### config.mk
export PLATFORM = sky130hd
export DESIGN_NAME = bridge_config_header_regs
export DESIGN_NICKNAME = d
export VERILOG_FILES = /design/src/verilog/bridge_cfg_pkg.sv /design/src/verilog/bridge_config_header_regs.sv /design/src/verilog/mode_strap_latch.sv /design/src/verilog/cfg_field_reg.sv
export SDC_FILE = /design/constraint.sdc
export NUM_CORES = 1
export LEC_CHECK = 0
export BUFFER_PORTS_ARGS = -buffer_cell sky130_fd_sc_hd__buf_2
export CAP_MARGIN = 20
export CORE_ASPECT_RATIO = 0.6
export CORE_MARGIN = 5
export CORE_UTILIZATION = 40
export CTS_CLUSTER_DIAMETER = 50
export CTS_CLUSTER_SIZE = 12
export DETAILED_ROUTE_END_ITERATION = 10
export PLACE_DENSITY_LB_ADDON = 0.12
export SLEW_MARGIN = 15
export SYNTH_ARGS = -nofsm -noshare
export SYNTH_HDL_FRONTEND = slang
export SYNTH_HIERARCHICAL = 1
export SYNTH_SLANG_ARGS = --single-unit
### constraint.sdc
create_clock -name i_core_clk -period 4 [get_ports i_core_clk]
set_input_delay 1 -clock i_core_clk [delete_from_list [all_inputs] [get_ports i_core_clk]]
set_output_delay 1 -clock i_core_clk [all_outputs]
set_load 0.03 [all_outputs]
### src/verilog/bridge_cfg_pkg.sv
/*
 * constants for the bridge configuration header block, offsets 08h..1Fh:
 * word offsets, field masks, reset values, fixed read-only fields, states.
 * assumes 32-bit configuration words addressed by byte on a wishbone bus.
 */
package bridge_cfg_pkg;
	// word byte offsets
	localparam logic [7:0] OFF_CLASS = 8'h08;
	localparam logic [7:0] OFF_MISC = 8'h0C;
	localparam logic [7:0] OFF_RSVD0 = 8'h10;
	localparam logic [7:0] OFF_RSVD1 = 8'h14;
	localparam logic [7:0] OFF_BUSNUM = 8'h18;
	localparam logic [7:0] OFF_IOWIN = 8'h1C;
	// fixed read-only fields
	localparam logic [7:0] PROG_IF_VAL = 8'h00;
	localparam logic [7:0] SUB_CLASS_VAL = 8'h04;
	localparam logic [7:0] BASE_CLASS_VAL = 8'h06;
	localparam logic [6:0] HDR_LAYOUT_VAL = 7'h01;
	localparam logic MULTI_FUNC_VAL = 1'b0;
	localparam logic [7:0] HDR_UPPER_VAL = 8'h00;
	localparam logic [1:0] IO_ADDR32_VAL = 2'h1;
	localparam logic [1:0] IO_RSVD_VAL = 2'h0;
	// writable bit masks
	localparam logic [7:0] CACHE_LINE_MASK = 8'h3C;
	localparam logic [7:0] FULL_BYTE_MASK = 8'hFF;
	localparam logic [7:0] IO_WIN_MASK = 8'hF0;
	// reset values
	localparam logic [7:0] BYTE_RST = 8'h00;
	localparam logic [7:0] LAT_PCI_RST = 8'h00;
	localparam logic [7:0] LAT_PCIX_RST = 8'h40;
	localparam logic [31:0] UNMAPPED_DATA = 32'h0000_0000;
	// slave states, one-hot
	typedef enum logic [2:0] {
		ST_INIT = 3'h1,
		ST_IDLE = 3'h2,
		ST_ACK = 3'h4
	} slave_state_e;
endpackage

### src/verilog/bridge_config_header_regs.sv
/*
 * configuration header words 08h..1Ch of a reversible bridge, reached as a
 * classic wishbone slave. assumes straps hold steady through reset and a
 * master that holds its request until ack.
 */
// Operation
// - class code programming interface byte is read-only zero.
// - cache line bits 2 and 3 writable, select 4 and 8 dwords, reset 0.
// - cache line bits 4 and 5 writable, select 16 and 32 dwords, reset 0.
// - cache line bits 1:0 and 7:6 always read zero.
// - primary latency limit is byte 15:8 of word 0Ch in both modes.
// - forward mode: primary latency read-only, reset 00h.
// - reverse mode: primary latency writable, reset 00h pci or 40h pci-x.
// - secondary latency writable in forward mode, read-only 00h in reverse.
// - header bit 23 and bits 31:24 read zero.
// - io base bits 1:0 and io limit bits 9:8 read 01.
// - io base bits 7:4 writable reset 0, bits 3:2 read zero.
// - io limit bits 15:12 writable reset 0, bits 11:10 read zero.
`timescale 1ns/1ps
module bridge_config_header_regs
	import bridge_cfg_pkg::*;
#(
	// arbitrary neutral value
	parameter logic [7:0] REVISION_LEVEL = 8'h01
) (
	// clock and reset
	input wire logic i_core_clk,
	input wire logic i_rstn,
	// mode straps
	input wire logic i_reverse_mode,
	input wire logic i_pri_pcix,
	input wire logic i_sec_pcix,
	// wishbone slave
	input wire logic i_wb_cyc,
	input wire logic i_wb_stb,
	input wire logic i_wb_we,
	input wire logic [7:0] i_wb_adr,
	input wire logic [3:0] i_wb_sel,
	input wire logic [31:0] i_wb_dat,
	output logic [31:0] o_wb_dat,
	output logic o_wb_ack,
	// configuration to bridge logic
	output logic [7:0] o_cache_line_length,
	output logic [7:0] o_primary_latency_limit,
	output logic [7:0] o_secondary_latency_limit,
	output logic [7:0] o_upstream_bus_number,
	output logic [7:0] o_downstream_bus_number,
	output logic [7:0] o_highest_bus_number,
	output logic [7:0] o_io_window_base,
	output logic [7:0] o_io_window_limit
);
	slave_state_e state_q, state_d;
	logic [31:0] rdat_q, rdat_d;
	logic ack_q, ack_d;
	logic reverse_q, pri_pcix_q, sec_pcix_q, strap_valid_q;
	logic req_go, wr_go, init_go;
	logic [7:0] word_adr;
	logic [7:0] pri_lat_init, sec_lat_init;
	logic wr_cache, wr_pri_lat, wr_sec_lat;
	logic wr_up_bus, wr_down_bus, wr_high_bus;
	logic wr_io_base, wr_io_limit;
	logic [7:0] io_base_rd, io_limit_rd;
	logic [31:0] rd_mux;

	mode_strap_latch u_straps (
		.i_core_clk(i_core_clk),
		.i_rstn(i_rstn),
		.i_reverse_mode(i_reverse_mode),
		.i_pri_pcix(i_pri_pcix),
		.i_sec_pcix(i_sec_pcix),
		.o_reverse_q(reverse_q),
		.o_pri_pcix_q(pri_pcix_q),
		.o_sec_pcix_q(sec_pcix_q),
		.o_valid_q(strap_valid_q)
	);

	// request decode; low address bits ignored, sel picks bytes
	always_comb begin
		word_adr = {i_wb_adr[7:2], 2'b00};
		req_go = (state_q == ST_IDLE) && i_wb_cyc && i_wb_stb;
		wr_go = req_go && i_wb_we;
		init_go = (state_q == ST_INIT) && strap_valid_q;
	end

	// latency defaults depend on the straps, so they load after capture
	always_comb begin
		pri_lat_init = LAT_PCI_RST;
		sec_lat_init = LAT_PCI_RST;
		if (reverse_q && pri_pcix_q) begin
			pri_lat_init = LAT_PCIX_RST;
		end
		if (!reverse_q && sec_pcix_q) begin
			sec_lat_init = LAT_PCIX_RST;
		end
	end

	// write strobes per byte; read-only fields have none
	always_comb begin
		wr_cache = wr_go && (word_adr == OFF_MISC) && i_wb_sel[0];
		wr_pri_lat = wr_go && (word_adr == OFF_MISC) && i_wb_sel[1] && reverse_q;
		wr_up_bus = wr_go && (word_adr == OFF_BUSNUM) && i_wb_sel[0];
		wr_down_bus = wr_go && (word_adr == OFF_BUSNUM) && i_wb_sel[1];
		wr_high_bus = wr_go && (word_adr == OFF_BUSNUM) && i_wb_sel[2];
		wr_sec_lat = wr_go && (word_adr == OFF_BUSNUM) && i_wb_sel[3] && !reverse_q;
		wr_io_base = wr_go && (word_adr == OFF_IOWIN) && i_wb_sel[0];
		wr_io_limit = wr_go && (word_adr == OFF_IOWIN) && i_wb_sel[1];
	end

	// bits 5:2 only; the rest of the byte is masked off
	cfg_field_reg #(.MASK(CACHE_LINE_MASK)) u_cache_line (
		.i_core_clk(i_core_clk),
		.i_rstn(i_rstn),
		.i_init(1'b0),
		.i_init_val(BYTE_RST),
		.i_wr(wr_cache),
		.i_wdat(i_wb_dat[7:0]),
		.o_val_q(o_cache_line_length)
	);

	cfg_field_reg #(.MASK(FULL_BYTE_MASK)) u_pri_lat (
		.i_core_clk(i_core_clk),
		.i_rstn(i_rstn),
		.i_init(init_go),
		.i_init_val(pri_lat_init),
		.i_wr(wr_pri_lat),
		.i_wdat(i_wb_dat[15:8]),
		.o_val_q(o_primary_latency_limit)
	);

	cfg_field_reg #(.MASK(FULL_BYTE_MASK)) u_sec_lat (
		.i_core_clk(i_core_clk),
		.i_rstn(i_rstn),
		.i_init(init_go),
		.i_init_val(sec_lat_init),
		.i_wr(wr_sec_lat),
		.i_wdat(i_wb_dat[31:24]),
		.o_val_q(o_secondary_latency_limit)
	);

	cfg_field_reg #(.MASK(FULL_BYTE_MASK)) u_up_bus (
		.i_core_clk(i_core_clk),
		.i_rstn(i_rstn),
		.i_init(1'b0),
		.i_init_val(BYTE_RST),
		.i_wr(wr_up_bus),
		.i_wdat(i_wb_dat[7:0]),
		.o_val_q(o_upstream_bus_number)
	);

	cfg_field_reg #(.MASK(FULL_BYTE_MASK)) u_down_bus (
		.i_core_clk(i_core_clk),
		.i_rstn(i_rstn),
		.i_init(1'b0),
		.i_init_val(BYTE_RST),
		.i_wr(wr_down_bus),
		.i_wdat(i_wb_dat[15:8]),
		.o_val_q(o_downstream_bus_number)
	);

	cfg_field_reg #(.MASK(FULL_BYTE_MASK)) u_high_bus (
		.i_core_clk(i_core_clk),
		.i_rstn(i_rstn),
		.i_init(1'b0),
		.i_init_val(BYTE_RST),
		.i_wr(wr_high_bus),
		.i_wdat(i_wb_dat[23:16]),
		.o_val_q(o_highest_bus_number)
	);

	cfg_field_reg #(.MASK(IO_WIN_MASK)) u_io_base (
		.i_core_clk(i_core_clk),
		.i_rstn(i_rstn),
		.i_init(1'b0),
		.i_init_val(BYTE_RST),
		.i_wr(wr_io_base),
		.i_wdat(i_wb_dat[7:0]),
		.o_val_q(o_io_window_base)
	);

	cfg_field_reg #(.MASK(IO_WIN_MASK)) u_io_limit (
		.i_core_clk(i_core_clk),
		.i_rstn(i_rstn),
		.i_init(1'b0),
		.i_init_val(BYTE_RST),
		.i_wr(wr_io_limit),
		.i_wdat(i_wb_dat[15:8]),
		.o_val_q(o_io_window_limit)
	);

	// read view; addressing capability bits are merged in here
	always_comb begin
		io_base_rd = {o_io_window_base[7:4], IO_RSVD_VAL, IO_ADDR32_VAL};
		io_limit_rd = {o_io_window_limit[7:4], IO_RSVD_VAL, IO_ADDR32_VAL};
		case (word_adr)
			OFF_CLASS: begin
				rd_mux = {BASE_CLASS_VAL, SUB_CLASS_VAL, PROG_IF_VAL, REVISION_LEVEL};
			end
			OFF_MISC: begin
				rd_mux = {HDR_UPPER_VAL, MULTI_FUNC_VAL, HDR_LAYOUT_VAL,
					o_primary_latency_limit, o_cache_line_length};
			end
			OFF_BUSNUM: begin
				rd_mux = {o_secondary_latency_limit, o_highest_bus_number,
					o_downstream_bus_number, o_upstream_bus_number};
			end
			OFF_IOWIN: begin
				rd_mux = {16'h0000, io_limit_rd, io_base_rd};
			end
			// reserved words 10h..17h and everything unmapped read zero
			default: begin
				rd_mux = UNMAPPED_DATA;
			end
		endcase
	end

	// one wait state: ack one cycle after the request is seen, then drop
	always_comb begin
		state_d = state_q;
		ack_d = 1'b0;
		rdat_d = rdat_q;
		case (state_q)
			ST_INIT: begin
				if (strap_valid_q) begin
					state_d = ST_IDLE;
				end
			end
			ST_IDLE: begin
				if (req_go) begin
					state_d = ST_ACK;
					ack_d = 1'b1;
					rdat_d = i_wb_we ? UNMAPPED_DATA : rd_mux;
				end
			end
			ST_ACK: begin
				state_d = ST_IDLE;
			end
			default: begin
				state_d = ST_IDLE;
			end
		endcase
	end

	always_ff @(posedge i_core_clk or negedge i_rstn) begin
		if (!i_rstn) begin
			state_q <= ST_INIT;
			ack_q <= 1'b0;
			rdat_q <= 32'h0000_0000;
		end else begin
			state_q <= state_d;
			ack_q <= ack_d;
			rdat_q <= rdat_d;
		end
	end

	always_comb begin
		o_wb_ack = ack_q;
		o_wb_dat = rdat_q;
	end
endmodule // bridge_config_header_regs

### src/verilog/mode_strap_latch.sv
/*
 * captures the bridge direction and bus mode straps once after reset.
 * assumes straps are steady around reset release.
 */
`timescale 1ns/1ps
module mode_strap_latch (
	// clock and reset
	input wire logic i_core_clk,
	input wire logic i_rstn,
	// straps
	input wire logic i_reverse_mode,
	input wire logic i_pri_pcix,
	input wire logic i_sec_pcix,
	// latched
	output logic o_reverse_q,
	output logic o_pri_pcix_q,
	output logic o_sec_pcix_q,
	output logic o_valid_q
);
	logic reverse_d, pri_d, sec_d, valid_d;

	// taken only on the first edge, so a strap glitch later is harmless
	always_comb begin
		reverse_d = o_valid_q ? o_reverse_q : i_reverse_mode;
		pri_d = o_valid_q ? o_pri_pcix_q : i_pri_pcix;
		sec_d = o_valid_q ? o_sec_pcix_q : i_sec_pcix;
		valid_d = 1'b1;
	end

	always_ff @(posedge i_core_clk or negedge i_rstn) begin
		if (!i_rstn) begin
			o_reverse_q <= 1'b0;
			o_pri_pcix_q <= 1'b0;
			o_sec_pcix_q <= 1'b0;
			o_valid_q <= 1'b0;
		end else begin
			o_reverse_q <= reverse_d;
			o_pri_pcix_q <= pri_d;
			o_sec_pcix_q <= sec_d;
			o_valid_q <= valid_d;
		end
	end
endmodule // mode_strap_latch

### src/verilog/cfg_field_reg.sv
/*
 * one configuration byte with a mask of writable bits; masked bits read 0.
 * assumes the caller gates i_wr by address, byte lane and access mode.
 */
`timescale 1ns/1ps
module cfg_field_reg #(
	parameter logic [7:0] MASK = 8'hFF
) (
	// clock and reset
	input wire logic i_core_clk,
	input wire logic i_rstn,
	// load
	input wire logic i_init,
	input wire logic [7:0] i_init_val,
	input wire logic i_wr,
	input wire logic [7:0] i_wdat,
	// value
	output logic [7:0] o_val_q
);
	logic [7:0] val_d;

	always_comb begin
		val_d = o_val_q;
		if (i_init) begin
			val_d = i_init_val & MASK;
		end else if (i_wr) begin
			val_d = i_wdat & MASK;
		end
	end

	always_ff @(posedge i_core_clk or negedge i_rstn) begin
		if (!i_rstn) begin
			o_val_q <= 8'h00;
		end else begin
			o_val_q <= val_d;
		end
	end
endmodule // cfg_field_reg

==> flow_metrics.env, run 1 <==
export IMPL_status="finished clean"
export IMPL_fin_area_sq_um=5660
export IMPL_placed_area_sq_um=5350
export IMPL_routedWlPerCell_microns=15.5
export IMPL_synth_edf_count=0
export IMPL_layout_drive_gt1_share_pct=28.9
export IMPL_drv_cap=0
export IMPL_skew_ns=0.00311
export IMPL_endpoint="u_io_limit/o_val_q[5]$_DFFE_PN0P_"
export IMPL_hold_path_class="reg2reg"
export IMPL_p_sw_share_pct=27.4
export IMPL_synth_distinct_cells=40
export IMPL_final_nets=674
export IMPL_die_w_microns=144
export IMPL_hpwl_microns=8740
export IMPL_grt_pass1_vias=3589
export IMPL_via_per_inst=4.65
export IMPL_tightest_slew_ns=0.791
export IMPL_cts_root_buf="clkbuf_16"
export IMPL_grt_usage_pct=18.5
export IMPL_syn_cell_area_sq_um=4330
export IMPL_power_internal_mw=1.60
export IMPL_synth_xor_area_share_pct=0
export IMPL_clk_pin_slew_ns=0.06
export IMPL_switchingPower_mw=0.605
export IMPL_min_period_over_period_pct=71.7
export IMPL_post_cts_repair_setup_buffers=0
export IMPL_rrSetupSlack_ns=1.39
export IMPL_ant_nets=0
export IMPL_hold_buffers=0
export IMPL_yosysWarnings=6
export IMPL_fin_tns_setup_ns=0
export IMPL_cts_tree="yes"
export IMPL_synth_most_common_cell="dfrtp_1"
export IMPL_synth_async_sr_flop_share_pct=100
export IMPL_gp_congestion=0.775
export IMPL_num_io_pins=149
export IMPL_synth_seq_area_share_pct=53.2
export IMPL_startpoint="i_wb_stb"
export IMPL_cts_buffers=9
export IMPL_drc=0
export IMPL_dieHeight_microns=90.6
export IMPL_synth_area_top_cells="dfrtp_1 53%, mux2i_1 12%, nand2_1 6.4%"
export IMPL_n_fill_cell=997
export IMPL_grt_overflow_total=0
export IMPL_worst_ep_required_time_ns=4.23
export IMPL_r2r_cells=6
export IMPL_dieArea_sq_um=13100
export IMPL_setup_viol=0
export IMPL_avgSynthCellArea_sq_um=10.7
export IMPL_synthAdderAreaFrac_pct=0
export IMPL_power_total_mw=2.21
export IMPL_ir_worst_vdd_mv=0.221
export IMPL_synth_compound_area_share_pct=14.6
export IMPL_ctsHtreeMaxLevel=3
export IMPL_critPathMaxFanout=17
export IMPL_antenna_found_initial=1
export IMPL_coreArea_sq_um=10600
export IMPL_rr_startpoint="state_q[2]$_DFFE_PN0P_"
export IMPL_pwr_share_seq_pct=45.6
export IMPL_power_density_nw_per_um2=390
export IMPL_path_class="in2reg"
export IMPL_cts_resized_gates=0
export IMPL_hold_viol_final=0
export IMPL_dr_pass1_iters=5
export IMPL_finalCriticalPeriod_ns=2.87
export IMPL_slew_viol_final=0
export IMPL_syn_inst=403
export IMPL_syn_to_final_growth_pct=30.7
export IMPL_max_freq_ghz=0.349
export IMPL_start_util_pct=41.0
export IMPL_cts_num_sinks=92
export IMPL_vias=3558
export IMPL_start_kind="input port"
export IMPL_r2r_end="u_io_limit/o_val_q[5]$_DFFE_PN0P_"
export IMPL_rsz0062_at_grt="false"
export IMPL_grt_pass1_wl_microns=19100
export IMPL_clockPowerShare_pct=41.1
export IMPL_worst_ep_arrival_time_ns=3.10
export IMPL_synth_commonest_cells="91 x dfrtp_1, 74 x nand2_1, 52 x mux2i_1, 52 x o21ai_1, 16 x o21ai_0"
export IMPL_synth_top_area_share_pct=52.6
export IMPL_yosysTopAreaCell="dfrtp_1"
export IMPL_antenna_cells=0
export IMPL_clk_path_buf_depth=2
export IMPL_leakagePower_nw=2.73
export IMPL_crit_path_end_kind="flip-flop"
export IMPL_drtIter0Drc=199
export IMPL_synth_ff_type="dfrtp_1"
export IMPL_combPwrFrac_pct=13.3
export IMPL_clk_latency_ns=0.34
export IMPL_synth_top_family_by_area="compound AO/OA/AOI/OAI gates"
export IMPL_final_util_pct=53.6
export IMPL_row_count=29
export IMPL_drt_wl_total_microns=11900
export IMPL_slew_headroom_pct=46.9
export IMPL_portBuffers=134
export IMPL_synth_seq_cells=92
export IMPL_synth_area_mux_share_pct=12.8
export IMPL_synthSimpleGateAreaFrac_pct=11.5
export IMPL_grt_max_degree=57
how the worst min path moves through the flow:
stage                                start                      to  slack, ns  cells past startpoint
finish              state_q[2]$_DFFE_PN0P_  state_q[0]$_DFFE_PN1P_       0.43                      1
global route        state_q[2]$_DFFE_PN0P_  state_q[0]$_DFFE_PN1P_       0.46                      1
CTS                 state_q[2]$_DFFE_PN0P_  state_q[0]$_DFFE_PN1P_       0.44                      1
detailed placement  state_q[2]$_DFFE_PN0P_  state_q[0]$_DFFE_PN1P_       0.42                      1
global placement    state_q[2]$_DFFE_PN0P_  state_q[0]$_DFFE_PN1P_       0.41                      1
floorplan           state_q[2]$_DFFE_PN0P_  state_q[0]$_DFFE_PN1P_       0.39                      1
layout make-up:
class | instances | area [sq um] | area share [%]
multi-input combinational | 371 | 2110 | 37.3
sequential | 92 | 2300 | 40.7
clock buffer | 9 | 225 | 3.98
inverter | 5 | 18.8 | 0.332
timing repair buffer | 143 | 741 | 13.1
tap | 139 | 174 | 3.07
clock inverter | 6 | 88.8 | 1.57
state kept, by name, summed over array words and instances (netlist names):
| signal | count |
|---|---|
| o_wb_dat | 32 |
| u_straps/o_valid_q | 1 |
| u_straps/o_pri_pcix_q | 1 |
| u_high_bus/o_val_q | 8 |
| u_down_bus/o_val_q | 8 |
| u_sec_lat/o_val_q | 8 |
| u_cache_line/o_val_q | 4 |
| u_straps/o_reverse_q | 1 |
| u_io_base/o_val_q | 4 |
| u_io_limit/o_val_q | 4 |
| u_up_bus/o_val_q | 8 |
| state_q | 3 |
| u_pri_lat/o_val_q | 8 |
| u_straps/o_sec_pcix_q | 1 |
| o_wb_ack | 1 |
cell usage in the layout, fill, tap and decap left out, drive strengths merged, types with 2 or more instances in the layout:
master    synthesis  routed
a21oi             2       2
a222oi            8       8
a22o             12      12
a22oi             6       6
and2              2       2
buf              36     143
bufinv            0       2
clkbuf            2       9
clkinvlp          0       2
conb              5     108
dfrtp            91      91
inv               5       6
mux2              3       3
mux2i            52      52
nand2            75      75
nand2b            2       2
nor2              8       8
nor2b             2       2
nor3              2       2
nor4              5       5
o21ai            68      68
o31ai             4       4
or3               3       3
cells by family after synthesis:
kind of cell | Yosys count
DFF | 92
muxes | 55
other | 5
buffers and inverters | 43
AOI/OAI and AO/OA | 101
and+or+nand+nor | 107
metal layers:
layer  vias up  share of wire (%)  routed length [microns]  GRT usage [%]
li1       1739                  -                        -              -
met1      1688                 46                     5510           25.6
met2       118                 45                     5320           29.1
met3        11                7.8                      928           5.34
met4         2               0.83                       99           3.73
met5         -              0.059                        7              0
power by group through the flow:
stage | Combinational [mW] | Clock, mW | Sequential, mW
after floorplan | 0.118 | 0 | 1.09
after global placement | 0.288 | 0 | 1.02
after detailed placement | 0.293 | 0 | 1.03
after CTS | 0.294 | 0.929 | 1.01
after global routing | 0.324 | 0.965 | 1.01
final | 0.294 | 0.908 | 1.01
metrics by stage:
stage	hold WS, ns	std cells	worst slack (ns)
2_1_floorplan	0.394	506	1.45
3_3_place_gp	0.411	750	0.796
3_5_place_dp	0.421	750	0.776
4_1_cts	0.437	765	1.14
5_1_grt	0.465	765	1.04
6_report	0.433	765	1.13
critical path: stages:
cell,delay (ns)
buf_2,0.08
nand2b_1,0.04
or3_2,0.67
or3_1,0.45
nor2_1,0.51
mux2i_1,0.26
o21ai_1,0.07
No activity file was read; power rests on OpenSTA's default activity.
==> run 2, diff against run 1 <==
--- a/config.mk
+++ b/config.mk
@@ -5,6 +5,7 @@
 export SDC_FILE = /design/constraint.sdc
 export NUM_CORES = 1
 export LEC_CHECK = 0
+export ABC_AREA = 1
 export BUFFER_PORTS_ARGS = -buffer_cell sky130_fd_sc_hd__buf_2
 export CAP_MARGIN = 20
 export CORE_ASPECT_RATIO = 0.6
==> constraint.sdc (replaced) <==
create_clock -name i_core_clk -period 2.65 [get_ports i_core_clk]
set_input_delay 0.6625 -clock i_core_clk [delete_from_list [all_inputs] [get_ports i_core_clk]]
set_output_delay 0.6625 -clock i_core_clk [all_outputs]
set_load 0.03 [all_outputs]
==> run 2 against run 1 <==
Cell count rose by 23%. Clock skew grew 0.0014 ns. Total power is 52% higher. Critical path depth up 4. Synthesized cell count is 46% higher. Sequential power is 52% higher. Non-clock buffer count increased by 5. Worst setup slack worse by 0.35 ns. Largest cell class unchanged.
==> flow_metrics.env, run 2 <==
export IMPL_status="finished clean"
export IMPL_ctsHtreeMaxLevel=3
export IMPL_drt_wl_total_microns=13600
export IMPL_ir_worst_vdd_mv=0.348
export IMPL_layout_common_cells="237 x nand2_1, 156 x nand3_1, 133 x buf_2"
export IMPL_cpMaxStageDelayCell="nor2_1"
export IMPL_synth_async_sr_flop_share_pct=100
export IMPL_syn_inst=587
export IMPL_timing_critical_path_buf_inv=3
export IMPL_worst_ep_arrival_time_ns=2.08
export IMPL_path_class="in2reg"
export IMPL_clk_latency_ns=0.34
export IMPL_synth_commonest_cells="237 x nand2_1, 156 x nand3_1, 91 x dfrtp_1"
export IMPL_grt_pass1_wl_microns=21900
export IMPL_power_internal_mw=2.39
export IMPL_synth_edf_count=0
export IMPL_post_cts_repair_setup_buffers=0
export IMPL_clk_path_buf_depth=2
export IMPL_start_util_pct=40.7
export IMPL_antenna_found_initial=0
export IMPL_num_io_pins=149
export IMPL_min_period_over_period_pct=70.4
export IMPL_cts_num_sinks=92
export IMPL_yosysWarnings=6
export IMPL_hold_viol_final=0
export IMPL_crit_path_max_incr_delay_ns=0.25
export IMPL_yosysTopAreaCell="dfrtp_1"
export IMPL_fin_tns_setup_ns=0
export IMPL_routedWlPerCell_microns=14.5
export IMPL_place_ws_ns=0.446
export IMPL_grt_usage_pct=20.0
export IMPL_power_density_nw_per_um2=568
export IMPL_rsz0062_at_grt="false"
export IMPL_cts_resized_gates=0
export IMPL_synth_ff_type="dfrtp_1"
export IMPL_hold_path_class="in2async"
export IMPL_synth_distinct_cells=20
export IMPL_synth_area_top_cells="dfrtp_1 50%, nand2_1 19%, nand3_1 17%"
export IMPL_coreArea_sq_um=11200
export IMPL_gp_congestion=0.899
export IMPL_clk_pin_slew_ns=0.06
export IMPL_largest_reg_flops=32
export IMPL_synth_seq_cells=92
export IMPL_synth_most_common_cell="nand2_1"
export IMPL_dieHeight_microns=92.8
export IMPL_antenna_cells=0
export IMPL_postLayoutSetupSlackWorst_ns=0.786
export IMPL_finalCriticalPeriod_ns=1.86
export IMPL_cts_tree="yes"
export IMPL_start_kind="input port"
export IMPL_tightest_slew_ns=0.729
export IMPL_syn_to_final_growth_pct=29.2
export IMPL_combPwrFrac_pct=14.9
export IMPL_critPathMaxFanout=9
export IMPL_crit_path_end_kind="flip-flop"
export IMPL_vias=4480
export IMPL_final_nets=844
export IMPL_dr_pass1_iters=5
export IMPL_drtIter0Drc=272
export IMPL_avgSynthCellArea_sq_um=7.79
export IMPL_ant_nets=0
export IMPL_hold_buffers=0
export IMPL_synth_top_area_share_pct=49.8
export IMPL_crit_path_cell_trace="buf_2 > inv_1 > nor2_1 > nand2_1 > nor2_2 > nand3_1 > nor3_1 > buf_4 > nor2_4 > nand2_1 > nand3_1"
export IMPL_die_w_microns=148
export IMPL_cts_root_buf="clkbuf_16"
export IMPL_p_sw_share_pct=28.7
export IMPL_grt_pass1_vias=4251
export IMPL_drv_cap=0
export IMPL_hpwl_microns=10400
export IMPL_synth_seq_area_share_pct=50.4
export IMPL_cts_buffers=9
export IMPL_final_common_cell="nand2_1"
export IMPL_layout_drive_gt1_share_pct=23.3
export IMPL_worst_ep_required_time_ns=2.87
export IMPL_max_freq_ghz=0.536
export IMPL_row_count=30
export IMPL_clockPowerShare_pct=39.2
export IMPL_switchingPower_mw=0.963
export IMPL_via_per_inst=4.76
export IMPL_drc=0
export IMPL_skew_ns=0.00450
export IMPL_leakagePower_nw=3.32
export IMPL_portBuffers=134
export IMPL_setup_viol=0
export IMPL_critPathTopFamily="simple AND/OR/NAND/NOR gates"
export IMPL_dieArea_sq_um=13700
export IMPL_pwr_share_seq_pct=45.9
export IMPL_grt_overflow_total=0
export IMPL_syn_cell_area_sq_um=4570
export IMPL_slew_viol_final=0
export IMPL_grt_max_degree=60
export IMPL_slew_headroom_pct=51.4
run 2: stage by stage:
step	utilization [%]	hold WS (ns)	area (sq um)	std cells	total power, mW
after CTS	52.6	0.279	5900	941	3.38
final	52.6	0.270	5900	941	3.35
after global routing	52.6	0.311	5900	941	3.50
after floorplan	-	0.367	4870	666	1.87
after detailed placement	49.9	0.461	5600	925	2.06
after global placement	49.9	0.458	5600	925	2.05
run 2: per-layer routing:
metal  track usage (%)  wire [microns]  up-vias
met5                 0               0        -
met1              28.6            6410     2070
met3              5.67            1120       19
li1                  -               -     2214
met4              5.53             200        0
met2              29.8            5910      177
run 2: final timing paths:
kind	start	to	slack (ns)	cells after the start
hold / removal	i_rstn	o_wb_dat[29]$_DFFE_PN0P_	0.27	1
hold reg to reg	o_wb_dat[13]$_DFFE_PN0P_	o_wb_dat[13]$_DFFE_PN0P_	0.48	2
setup / recovery	i_wb_adr[3]	u_sec_lat/o_val_q[4]$_DFFE_PN0P_	0.79	11
setup reg to reg	state_q[2]$_DFFE_PN0P_	u_io_base/o_val_q[4]$_DFFE_PN0P_	0.83	8
max in group asynchronous	i_rstn	state_q[0]$_DFFE_PN1P_	1.63	2
min in group i_core_clk	o_wb_dat[13]$_DFFE_PN0P_	o_wb_dat[13]$_DFFE_PN0P_	0.48	2
run 2: power groups by stage:
| stage | clock network [mW] | registers [mW] | logic, mW |
|---|---|---|---|
| final | 1.31 | 1.54 | 0.501 |
| after global routing | 1.41 | 1.55 | 0.552 |
| after CTS | 1.35 | 1.54 | 0.496 |
| after detailed placement | 0 | 1.56 | 0.495 |
| after global placement | 0 | 1.56 | 0.488 |
| after floorplan | 0 | 1.66 | 0.211 |
run 2: area by class of cell:
class / instances / area, sq um
Inverter: 29 / 109
Timing Repair Buffer: 148 / 791
Fill cell: 1112 / 5320
Tap cell: 144 / 180
Clock inverter: 4 / 47.5
Sequential cell: 92 / 2300
Clock buffer: 12 / 256
Multi-Input combinational cell: 512 / 2220
run 2: cell families after synthesis:
family                 Yosys count  synth area share, %
AND/OR/NAND/NOR                426                 41.3
flip-flops                      92                 50.4
buffers and inverters           62                 7.69
other                            5                0.411
AO/OA/AOI/OAI                    2                0.219
==> run 3, diff against run 2 <==
==> constraint.sdc (replaced) <==
create_clock -name i_core_clk -period 1.6 [get_ports i_core_clk]
set_input_delay 0.4 -clock i_core_clk [delete_from_list [all_inputs] [get_ports i_core_clk]]
set_output_delay 0.4 -clock i_core_clk [all_outputs]
set_load 0.03 [all_outputs]
==> run 3 against run 2 <==
Combinational power up 76%. The flow now finishes with violations (hold timing). Total power up 64%. Sequential power up 66%. Critical path type is now reg2reg. Highest routed layer unchanged. Final area up 5.9%. Worst hold slack worse by 0.28 ns. Clock-buffer cell count down 2. Die area unchanged. Critical path depth down 1.
==> flow_metrics.env, run 3 (synthesis results as in run 2) <==
export IMPL_status="finished, violations left"
export IMPL_violations="hold timing"
export IMPL_syn_to_final_growth_pct=36.8
export IMPL_crit_path_cell_trace="nor2_2 > nand3_2 > inv_4 > nand3_4 > buf_6 > nor2_4 > buf_6 > nor2_4 > nand2_1 > nand3_1"
export IMPL_start_kind="flip-flop"
export IMPL_num_io_pins=149
export IMPL_whs_ns=-0.0124
export IMPL_ctsHtreeMaxLevel=3
export IMPL_power_density_nw_per_um2=881
export IMPL_fin_cells=972
export IMPL_crit_path_max_incr_delay_ns=0.39
export IMPL_worst_ep_required_time_ns=1.82
export IMPL_row_count=30
export IMPL_drt_wl_total_microns=14500
export IMPL_switchingPower_mw=1.72
export IMPL_rr_startpoint="state_q[2]$_DFFE_PN0P_"
export IMPL_die_w_microns=148
export IMPL_portBuffers=134
export IMPL_cts_buffers=9
export IMPL_dieArea_sq_um=13700
export IMPL_skew_ns=0.00759
export IMPL_r2r_end="u_down_bus/o_val_q[3]$_DFFE_PN0P_"
export IMPL_grt_usage_pct=20.7
export IMPL_worst_ep_arrival_time_ns=1.79
export IMPL_grt_pass1_wl_microns=22800
export IMPL_combPwrFrac_pct=16.0
export IMPL_final_nets=874
export IMPL_pwr_share_seq_pct=46.3
export IMPL_rsz0062_at_grt="true"
export IMPL_r2r_cells=10
export IMPL_cpMaxStageDelayCell="dfrtp_1"
export IMPL_dr_pass1_iters=5
export IMPL_antenna_found_initial=1
export IMPL_drc=0
export IMPL_power_internal_mw=3.79
export IMPL_place_ws_ns=-0.232
export IMPL_max_freq_ghz=0.638
export IMPL_vias=4661
export IMPL_final_common_cell="nand2_1"
export IMPL_cts_root_buf="clkbuf_16"
export IMPL_post_cts_repair_setup_buffers=0
export IMPL_min_period_over_period_pct=98.0
export IMPL_clk_latency_ns=0.34
export IMPL_hold_buffers=0
export IMPL_clk_path_buf_depth=2
export IMPL_grt_pass1_vias=4489
export IMPL_path_class="reg2reg"
export IMPL_cts_tree="yes"
export IMPL_largest_reg_flops=32
export IMPL_via_per_inst=4.80
export IMPL_hpwl_microns=10700
export IMPL_placedCellCount=949
export IMPL_finalCriticalPeriod_ns=1.57
export IMPL_cts_num_sinks=92
export IMPL_clockPowerShare_pct=37.7
export IMPL_crit_path_end_kind="flip-flop"
export IMPL_setup_viol=0
export IMPL_hold_path_class="in2async"
export IMPL_coreArea_sq_um=11200
export IMPL_drv_cap=0
export IMPL_layout_common_cells="230 x nand2_1, 150 x nand3_1, 137 x buf_2"
export IMPL_clk_pin_slew_ns=0.07
export IMPL_drtIter0Drc=311
export IMPL_start_util_pct=40.7
export IMPL_final_util_pct=55.7
export IMPL_grt_max_degree=35
export IMPL_layout_drive_gt1_share_pct=28.8
export IMPL_ir_worst_vdd_mv=0.576
export IMPL_routedWlPerCell_microns=14.9
export IMPL_grt_overflow_total=0
export IMPL_dieHeight_microns=92.8
export IMPL_slew_viol_final=0
export IMPL_p_sw_share_pct=31.2
export IMPL_rrSetupSlack_ns=0.03
export IMPL_ant_nets=0
export IMPL_endpoint="u_down_bus/o_val_q[3]$_DFFE_PN0P_"
export IMPL_leakagePower_nw=3.52
export IMPL_postLayoutSetupSlackWorst_ns=0.0317
export IMPL_critPathMaxFanout=8
export IMPL_fin_tns_setup_ns=0
export IMPL_startpoint="state_q[2]$_DFFE_PN0P_"
export IMPL_hold_viol_final=6
export IMPL_gp_congestion=0.895
-- run 3: worst min-delay path by stage --
stage,endpoint,slack (ns),cells after the start
floorplan,o_wb_ack$_DFF_PN0_,0.10,0
global placement,o_wb_dat[24]$_DFFE_PN0P_,0.36,1
detailed placement,o_wb_dat[24]$_DFFE_PN0P_,0.37,1
CTS,o_wb_dat[24]$_DFFE_PN0P_,0.0001,1
global route,o_wb_dat[24]$_DFFE_PN0P_,0.01,1
finish,o_wb_dat[24]$_DFFE_PN0P_,-0.01,1
-- run 3: metrics by stage --
step                      instance area, sq um  hold slack, ns  total power [mW]
after detailed placement                  5790           0.373              3.44
final                                     6250         -0.0124              5.51
after floorplan                           4870           0.104              3.10
after global routing                      6250          0.0126              5.76
after CTS                                 6120        0.000109              5.51
after global placement                    5790           0.364              3.42
-- run 3: area by class of cell --
class,count,area [sq um]
well taps,144,180
clock inverters,6,57.6
flip-flops and latches,92,2300
inverters,29,111
repair buffers,176,1020
multi-input cells,514,2350
diodes,1,2.50
clock buffers,10,229
fillers,1081,4970
-- run 3: timing repair --
action	in CTS	in global routing
setup endpoints to repair	36	57
pin swaps	0	10
resized for setup	11	29
gates cloned	2	4
-- run 3: worst max-delay path: cells and delay by family (launching register included) --
kind	cells	cell delay, ns
buffers and inverters	3	0.40
flip-flops	1	0.39
AND/OR/NAND/NOR	7	0.65
-- run 3: power by group through the flow --
stage	Sequential, mW	Clock (mW)	Combinational [mW]
6_report	2.55	2.07	0.883
5_1_grt	2.56	2.23	0.972
4_1_cts	2.54	2.11	0.855
3_5_place_dp	2.59	0	0.849
3_3_place_gp	2.59	0	0.837
2_1_floorplan	2.75	0	0.350
-- run 3: routing by layer --
metal  routed length, microns  track usage, %
met2                     6280            30.5
met1                     6960            30.2
met3                     1030            5.09
met5                        0               0
met4                      180            5.61
